--- config.mk ---
export PLATFORM = sky130hd
export DESIGN_NAME = nested_irq_controller
export DESIGN_NICKNAME = d
export VERILOG_FILES = /design/src/inc/irq_ctrl_pkg.sv /design/src/nested_irq_controller.sv
export SDC_FILE = /design/constraint.sdc
export NUM_CORES = 1
export LEC_CHECK = 0
export ABC_AREA = 1
export BUFFER_PORTS_ARGS = -buffer_cell sky130_fd_sc_hd__buf_4
export CORE_MARGIN = 1
export CORE_UTILIZATION = 60
export CTS_CLUSTER_SIZE = 30
export DETAILED_ROUTE_END_ITERATION = 7
export PLACE_DENSITY = 0.79
export SLEW_MARGIN = 20
export SYNTH_ARGS = -nofsm -noshare
export SYNTH_HDL_FRONTEND = slang
export SYNTH_SLANG_ARGS = --single-unit
--- constraint.sdc ---
create_clock -name mclk -period 38.3 [get_ports mclk]
set_input_delay 7.66 -clock mclk [delete_from_list [all_inputs] [get_ports mclk]]
set_output_delay 7.66 -clock mclk [all_outputs]
set_load 0.02 [all_outputs]
--- src/inc/irq_ctrl_pkg.sv ---
// Constants, register map and carrier types of the nested interrupt controller.
package irq_ctrl_pkg;

   // ---------------------------------------------------------------
   // Sizes.
   // ---------------------------------------------------------------
   localparam int IRQ_COUNT = 32;
   localparam int PRIO_W = 4;
   localparam int ID_W = 9;
   localparam logic [ID_W-1:0] ID_LIMIT = 9'h020;

   // ---------------------------------------------------------------
   // Register byte addresses; each bank holds eight words.
   // ---------------------------------------------------------------
   localparam logic [31:0] OFS_EN_SET = 32'he000e100;
   localparam logic [31:0] OFS_EN_CLR = 32'he000e180;
   localparam logic [31:0] OFS_PEND_SET = 32'he000e200;
   localparam logic [31:0] OFS_PEND_CLR = 32'he000e280;
   localparam logic [31:0] OFS_ACTIVE = 32'he000e300;
   localparam logic [31:0] OFS_LEVEL_SEL = 32'he000e380;
   localparam logic [31:0] OFS_PRIO = 32'he000e400;
   localparam logic [31:0] OFS_TRIGGER = 32'he000ef00;
   localparam logic [31:0] BANK_MASK = 32'hffffffe0;

   // ---------------------------------------------------------------
   // Field positions and reset values.
   // ---------------------------------------------------------------
   localparam int PRIO_FIELD_LSB = 4;
   localparam int BYTE_W = 8;
   localparam int TRIG_ID_LSB = 0;
   localparam logic [31:0] PRIO_LOW_NIBBLES = 32'h0f0f0f0f;
   localparam logic [31:0] WORD_RST = 32'h00000000;
   localparam logic [PRIO_W-1:0] PRIO_RST = 4'h0;

   // ---------------------------------------------------------------
   // Carriers.
   // ---------------------------------------------------------------
   typedef struct packed {
      logic [31:0] addr;
      logic [31:0] wdata;
      logic [3:0] be;
      logic wr;
      logic rd;
   } bus_req_s;

   typedef struct packed {
      logic valid;
      logic [ID_W-1:0] num;
      logic [PRIO_W-1:0] prio;
   } core_req_s;

   typedef struct packed {
      logic ack;
      logic done;
      logic [ID_W-1:0] done_num;
   } core_rsp_s;

   typedef struct packed {
      logic [IRQ_COUNT-1:0] en;
      logic [IRQ_COUNT-1:0] pend;
      logic [IRQ_COUNT-1:0] act;
      logic [IRQ_COUNT-1:0] level;
      logic [IRQ_COUNT-1:0] line_prev;
      logic [IRQ_COUNT-1:0][PRIO_W-1:0] prio;
      logic [31:0] rdata;
      core_req_s pres;
   } state_s;

   localparam state_s STATE_RST = '0;

endpackage

--- src/nested_irq_controller.sv ---
// Enable, pending, active and priority state of the nested interrupt controller.
`timescale 1ns/10ps
`default_nettype none

module nested_irq_controller (
   input wire logic mclk,
   input wire logic resetn,
   input wire irq_ctrl_pkg::bus_req_s bus,
   output var logic [31:0] rdata,
   input wire logic [irq_ctrl_pkg::IRQ_COUNT-1:0] irq_lines,
   input wire irq_ctrl_pkg::core_rsp_s core_rsp,
   output var irq_ctrl_pkg::core_req_s core_req
);
   import irq_ctrl_pkg::*;

   state_s st_q;
   state_s st_d;
   logic [31:0] bemask;
   logic [31:0] wmask;
   logic word0;
   logic [IRQ_COUNT-1:0] sw_set;
   logic [IRQ_COUNT-1:0] trig_set;
   logic [IRQ_COUNT-1:0] edge_set;
   logic [IRQ_COUNT-1:0] level_set;
   logic [IRQ_COUNT-1:0] resample_set;
   logic [IRQ_COUNT-1:0] pend_clr;
   logic [IRQ_COUNT-1:0] ack_mask;
   logic [IRQ_COUNT-1:0] ret_mask;
   logic [IRQ_COUNT-1:0] cand;
   logic best_found;
   logic [ID_W-1:0] best_num;
   logic [PRIO_W-1:0] best_prio;
   logic act_any;
   logic [PRIO_W-1:0] act_min;

   // ---------------------------------------------------------------
   // Bus decode helpers.
   // ---------------------------------------------------------------

   // True when the address falls inside the eight-word bank at base.
   function automatic logic in_bank(input logic [31:0] a,
                                    input logic [31:0] base);
      return (a & BANK_MASK) == base;
   endfunction

   // Byte enables widened to a bit mask; writes other than the trigger only touch enabled lanes.
   assign bemask = {{BYTE_W{bus.be[3]}}, {BYTE_W{bus.be[2]}},
                    {BYTE_W{bus.be[1]}}, {BYTE_W{bus.be[0]}}};
   assign wmask = bus.wdata & bemask;
   // Only the first word of each bit bank is backed; 32 interrupts fit.
   assign word0 = (bus.addr[4:2] == 3'h0);

   // ---------------------------------------------------------------
   // Next state.
   // ---------------------------------------------------------------

   // All state updates live here; one flop process registers the copy.
   always_comb begin
      logic [ID_W-1:0] trig_id;
      trig_id = bus.wdata[TRIG_ID_LSB +: ID_W];
      st_d = st_q;
      st_d.rdata = WORD_RST;

      // Software set and clear masks, gated on the decoded bank.
      sw_set = '0;
      if (bus.wr && in_bank(bus.addr, OFS_PEND_SET) && word0) begin
         sw_set = wmask;
      end
      trig_set = '0;
      if (bus.wr && bus.addr == OFS_TRIGGER && trig_id < ID_LIMIT) begin
         trig_set = 32'h1 << trig_id[4:0];
      end
      // A still-asserted level line keeps its pending state.
      pend_clr = '0;
      if (bus.wr && in_bank(bus.addr, OFS_PEND_CLR) && word0) begin
         pend_clr = wmask & ~(st_q.level & irq_lines);
      end

      // Hardware events from the request lines.
      edge_set = irq_lines & ~st_q.line_prev & ~st_q.level;
      // Edges on level lines are masked above and left to the level term below.
      level_set = st_q.level & irq_lines & ~st_q.act;

      // Core handshake: acceptance of the presented one, handler return.
      ack_mask = '0;
      if (core_rsp.ack && st_q.pres.valid &&
          st_q.pres.num < ID_LIMIT) begin
         ack_mask = (32'h1 << st_q.pres.num[4:0]) & st_q.pend & st_q.en;
      end
      ret_mask = '0;
      if (core_rsp.done && core_rsp.done_num < ID_LIMIT) begin
         ret_mask = 32'h1 << core_rsp.done_num[4:0];
      end
      resample_set = ret_mask & st_q.level & irq_lines;

      // Sets win over clears so that no event is lost in a clear cycle.
      st_d.pend = (st_q.pend & ~pend_clr & ~ack_mask) | sw_set |
                  trig_set | edge_set | level_set | resample_set;
      // The clear-pending path never reaches the active flags.
      st_d.act = (st_q.act | ack_mask) & ~ret_mask;
      st_d.line_prev = irq_lines;

      // Enable set and clear banks, and the level select bank.
      if (bus.wr && in_bank(bus.addr, OFS_EN_SET) && word0) begin
         st_d.en = st_q.en | wmask;
      end
      if (bus.wr && in_bank(bus.addr, OFS_EN_CLR) && word0) begin
         st_d.en = st_q.en & ~wmask;
      end
      if (bus.wr && in_bank(bus.addr, OFS_LEVEL_SEL) && word0) begin
         st_d.level = (st_q.level & ~bemask) | wmask;
      end

      // Priority bytes; only the upper nibble of each lane is kept.
      if (bus.wr && in_bank(bus.addr, OFS_PRIO)) begin
         for (int b = 0; b < 4; b++) begin
            if (bus.be[b]) begin
               st_d.prio[{bus.addr[4:2], 2'(b)}] =
                  bus.wdata[b*BYTE_W + PRIO_FIELD_LSB +: PRIO_W];
            end
         end
      end

      // Read data, returned one cycle after the strobe and only then.
      if (bus.rd) begin
         if (word0 && (in_bank(bus.addr, OFS_EN_SET) ||
                       in_bank(bus.addr, OFS_EN_CLR))) begin
            st_d.rdata = st_q.en;
         end else if (word0 && (in_bank(bus.addr, OFS_PEND_SET) ||
                                in_bank(bus.addr, OFS_PEND_CLR))) begin
            st_d.rdata = st_q.pend;
         end else if (word0 && in_bank(bus.addr, OFS_ACTIVE)) begin
            st_d.rdata = st_q.act;
         end else if (word0 && in_bank(bus.addr, OFS_LEVEL_SEL)) begin
            st_d.rdata = st_q.level;
         end else if (in_bank(bus.addr, OFS_PRIO)) begin
            for (int b = 0; b < 4; b++) begin
               st_d.rdata[b*BYTE_W + PRIO_FIELD_LSB +: PRIO_W] =
                  st_q.prio[{bus.addr[4:2], 2'(b)}];
            end
         end
      end

      // Highest priority candidate; strict compare keeps the lowest number.
      cand = st_q.pend & st_q.en;
      best_found = 1'b0;
      best_num = '0;
      best_prio = PRIO_RST;
      for (int i = 0; i < IRQ_COUNT; i++) begin
         if (cand[i] && (!best_found || st_q.prio[i] < best_prio)) begin
            best_found = 1'b1;
            best_num = ID_W'(i);
            best_prio = st_q.prio[i];
         end
      end
      // Nesting: only a strictly more urgent interrupt may preempt.
      act_any = 1'b0;
      act_min = PRIO_RST;
      for (int i = 0; i < IRQ_COUNT; i++) begin
         if (st_q.act[i] && (!act_any || st_q.prio[i] < act_min)) begin
            act_any = 1'b1;
            act_min = st_q.prio[i];
         end
      end
      st_d.pres.valid = best_found && (!act_any || best_prio < act_min);
      st_d.pres.num = best_num;
      st_d.pres.prio = best_prio;
   end

   // ---------------------------------------------------------------
   // State register and outputs.
   // ---------------------------------------------------------------

   // The whole state resets to zero: all disabled, idle, priority 0.
   always_ff @(posedge mclk or negedge resetn) begin
      if (!resetn) begin
         st_q <= STATE_RST;
      end else begin
         st_q <= st_d;
      end
   end

   // Outputs come straight from flops.
   assign rdata = st_q.rdata;
   assign core_req = st_q.pres;
endmodule

`default_nettype wire

# [Word-level counts from Yosys, hierarchy flattened]
# Index checks and enable logic that the tools add are counted.
[totals] reg_bits=334 latch_bits=0 ramBits=0 romBits=0 input_bits=115 out_inout_bits=46 wordCells=585 memories=0
[classes] addsub=0 mul=0 n_div=0 n_lt_le_gt_ge=74 eq_ne=8 shift=3 muxes=209 bitwise_logic=33 n_reduce_logical=217
[op_table] cell="2-to-1 mux 128 bit" n=7
[op_table] cell="AND 32 bit" n=16
[op_table] cell="bitwise mux 128 bit" n=4
[op_table] cell="2-to-1 mux 32 bit" n=11
[op_table] cell="2-to-1 mux 4 bit" n=84
[op_table] cell="inverter 32 bit" n=9
[op_table] cell="2-to-1 mux 9 bit" n=30
[op_table] cell="bitwise OR 32 bit" n=8
[op_table] cell="less-than comparator 4 bit" n=63
[op_table] cell="equality test 27 bit (second input constant)" n=7
[op_table] cell="<< shifter 1 x 5 -> 32 bit (first input constant)" n=3
[op_table] cell="logical AND 1 bit" n=87
[op_table] cell="logical OR 1 bit" n=65
[op_table] cell="2-to-1 mux 1 bit" n=65
[op_table] cell="logical NOT 1 bit" n=63
[op_table] cell="binary-select mux 4 bit (select 3 bit)" n=4
[op_table] cell="demux 4 bit (select 3 bit)" n=4
[op_table] cell="equality test 32 bit (second input constant)" n=1
[op_table] cell="less-than comparator 9 x 6 -> 1 bit (second input constant)" n=3
[op_table] cell="less-than comparator 5 x 6 -> 1 bit (second input constant)" n=4
[op_table] cell="greater-or-equal comparator 5 x 1 -> 1 bit (second input constant)" n=4
[op_table] cell="logical NOT 3 bit" n=1
[op_table] cell="nonzero test 2 bit" n=1

# [Depth between registers and ports, before layout]
[depth] depth_word=129 mapped_depth=288 ltp_nobuf=288

# [Worst setup path after synthesis]
# No wires, ideal clock.
[synth_timing] path_type="register to register" from="reg (tool-made name)" to="reg st_q (netlist bit core_req[13])" setup_time_ps=77 arrival_time_ps=28033 t_required_ps=38223 path_slack_ps=10190 path_stages_with_launch=253 path_buffers=0 synth_period_minus_slack_ps=28110 path_cell_list="dfrtp_1 > nand2_1 > inv_2 > nand2_1 > ha_1 > a21oi_1 > nand2_1 > nand2_1 > nand2_2 > o21ai_0 > ha_1 > a21oi_1 > nand2_1 > nand2_2 > nand2_2 > o21ai_0 > ha_1 > a21oi_1 > (+217 left out) > o21bai_1 > clkinv_1 > nand2_2 > nand2_1 > nand2_2 > nand2_1 > o21ai_0 > ha_1 > a21oi_1 > nand2_1 > nand2_2 > nand2_4 > nor2_1 > a21oi_1 > ha_1 > a21oi_1 > nand2_1 > a21oi_1"
[synth_lines] element="to (signal assigned)" line_no="nested_irq_controller.sv:179" source="st_q <= st_d;"
[synth_lines] element="to (decl)" line_no="nested_irq_controller.sv:16" source="state_s st_q;"

==> impl_results.md <==
- Status: finished clean
- Starting Density: 0.613
- Clock Sinks: 330
- Boundary Pins: around 160
- Crit start category: flop
- Sequential share of the synthesized area: 0.319
- Arr. time, crit path: between 30 and 40 ns
- First-pass GRT wire length: between 100000 and 150000 um
- Post-synth cell types: 44
- Reg2Reg Depth: roughly 220
- Via density: roughly 6.1
- Crit Reg-Reg Startpoint: st_q[238]
- Post-DRT Antenna Nets: 0
- Met2 usage: 0.640
- PnR Total Power: 0.915 mW
- Setup Skew: roughly 0.012 ns
- RD Place Congestion: just over 1
- Worst slew margin: 0.302
- Final net count: about 4300
- Vias in the first global route: ~26000
- Placed Instances: around 4500
- Crit-path most repeated cell: nand2_1
- Crit. End Element: flop
- Tmin final: about 33 ns
- WL final: around 94000 um
- Max clock buf depth: 3
- Row cnt: between 70 and 80
- Setup TNS: 0 ns
- Worst path max stage delay: around 0.53 ns
- DR WL/cell: 20.5 um
- HPWL after DPL: roughly 70000 um
- Root buf cell: clkbuf_16
- Grt ovf: 0
- Cts bufs inserted: 36
- CTS tree: built
- Die span in x: about 210 um
- Met1 global-route usage: 0.564
- Post-synth EDFFs: 0
- Post_cts resized: 0
- Worst Tran Pin Value: between 1 and 1.5 ns
- Hold Crit Class: reg -> reg
- Max VDD drop: ~0.04 mV
- Initial antenna violation count: 7
- Syn Area/Cell: 6.62 sq um
- Leakage Power: about 15 nW
- Pins over their slew limit: 0
- Drt pass-1 iters: 6
- Port bufs: around 160
- Reg clk slew, reported paths: 0.06 ns
- DRC errors left: 0
- Top FF cell, synth: dfrtp_1
- Largest net degree at the start of global routing: 131
- Synthesis-to-layout area growth: 10.0%
- Die height: about 210 um
- Final core utilization: 0.675
- WHS Endpoint: st_q[102]
- Final setup fails: 0
- Fin cells: approximately 4600
- CP Class: reg -> reg
- CTS H-Tree Depth: 2
- GRT busiest layer: met2
- Overall Global Routing Usage: 0.428
- R2R Path End: core_req[13]
- Pre-CTS setup slack: 6.11 ns
- Cell Pwr Density: 32.1 mW/mm^2
- Share of cells above drive strength 1: 0.0989
- Die area: between 0.04 and 0.05 sq mm
- Setup repair after global routing missed its margin: no
- Number of DRC markers in iteration 0: 3204
- Post-CTS Setup Inserts: 0
- Hold path start: st_q[102]
- Clk Latency, worst-skew pair: roughly 0.54 ns
- Warnings from Yosys: 0
- CP required: ~39 ns
- Final worst-path cycle share: 0.857
- CTS Hold Buffers Added: 0
- Met3 usage: 0.0976
- Worst setup slack after layout: 5.47 ns
- Syn Std Cell Area: between 0.02 and 0.03 sq mm
- Core footprint: 0.0422 sq mm
- Hold Crit Depth: 2
- Gate Count Post-Synth: 3912
- Crit-path max FO: 9
- MaxCap Viol Count: 0
- Flop2flop setup slack: between 5 and 6 ns
- Vias: roughly 28000
- Slowest cell on crit path: dfrtp_1
- Final Hold Viols: 0
- Fraction of registers with async set/reset: 1.00
- Seq cells post-synth: 330
- FMAX: 30.5 MHz
==> critical path: cells and delay by family (launching register included) <==
family | cells | cell delay [ns]
and+or+nand+nor | 133 | 10.37
adders and majority gates | 32 | 9.44
buffers and inverters | 5 | 0.21
AOI/OAI and AO/OA | 53 | 12.17
DFF | 1 | 0.53
==> layer usage <==
metal | share of wire | wire length (um) | vias to the layer above
met3 | 0.12 | 11500 | 379
met4 | 0.072 | 6810 | 8
met1 | 0.39 | 36600 | 12545
met2 | 0.41 | 38900 | 1675
met5 | 0.00050 | 47 | -
li1 | - | - | 13106
==> worst max path at each step <==
stage,endpoint,cells past startpoint,startpoint
floorplan,core_req[13],252,flop
global placement,core_req[13],211,st_q[238]
detailed placement,core_req[13],219,st_q[238]
CTS,core_req[13],217,st_q[238]
global route,core_req[13],231,st_q[238]
finish,core_req[13],223,st_q[238]
==> where the power goes <==
part | internal [mW] | switching (mW)
clock network | 0.198 | 0.152
logic | 0.0777 | 0.136
registers | 0.350 | 0.000924
==> area by class of cell <==
| type | count | area (sq um) |
|---|---|---|
| Antenna cell | 1 | 2.50 |
| Inverter | 564 | 2120 |
| Clock inverter | 13 | 126 |
| Timing Repair Buffer | 179 | 1370 |
| Clock buffer | 48 | 1010 |
| Sequential cell | 330 | 8260 |
| Tap cell | 539 | 674 |
| Multi-Input combinational cell | 2901 | 15000 |
| Fill cell | 3909 | 13700 |
==> synth_stat cells (11+ instances only) <==
library cell	n	area [sq um]
nand2_1	1154	4330
inv_1	505	1900
o21ai_0	451	2260
nand3_1	357	1790
dfrtp_1	330	8260
nor2_1	209	785
ha_1	140	1750
a21oi_1	114	571
nor3_1	73	365
clkbuf_1	71	267
nand2_2	68	425
buf_4	46	345
inv_2	40	150
o22ai_1	39	244
nand2_4	35	394
o211ai_1	33	248
o21a_1	32	240
o21bai_1	25	188
o311ai_0	22	193
o2111ai_1	20	175
a221oi_1	19	166
clkinv_1	19	71.3
nor4_1	16	100
nand3b_1	13	97.6
nand4_1	13	81.3
mux2_2	11	124
o21ai_1	11	55.1
o221ai_1	11	96.3
==> logic make-up after synthesis <==
logic type      after synthesis  share of synthesized area
other cells                   1                   0.000145
buf+inv                     684                      0.106
fa+ha+maj                   140                     0.0676
compound gates              793                      0.176
mux                          11                    0.00478
simple gates               1953                      0.327
flops                       330                      0.319
==> metrics by stage <==
stage               hold WS, ns  instance area (sq um)
floorplan                 0.453                  25900
global placement          0.465                  27300
detailed placement        0.473                  27300
CTS                       0.489                  28500
global route              0.514                  28500
finish                    0.486                  28500
==> layout by cell type, fill, tap and decap left out, types with 7 or more instances in the layout <==
cell	count
o21ai_0	451
clkbuf_16	37
o221ai_1	11
dfrtp_1	330
nand3b_1	13
nor3_1	73
clkinv_1	19
o22ai_1	39
o21ai_1	11
mux2_2	11
a22oi_1	9
o311ai_0	22
clkbuf_1	7
inv_2	40
buf_4	177
o2111ai_1	20
nand2_4	35
inv_1	505
o21bai_1	25
nand2_2	69
o21a_1	32
nand4_1	13
nand3_1	356
nor2_1	208
a21oi_1	114
ha_1	140
clkinv_2	7
nor4_1	14
nand2_1	1153
o211ai_1	33
a221oi_1	19
(Power assumes the default switching activity.)
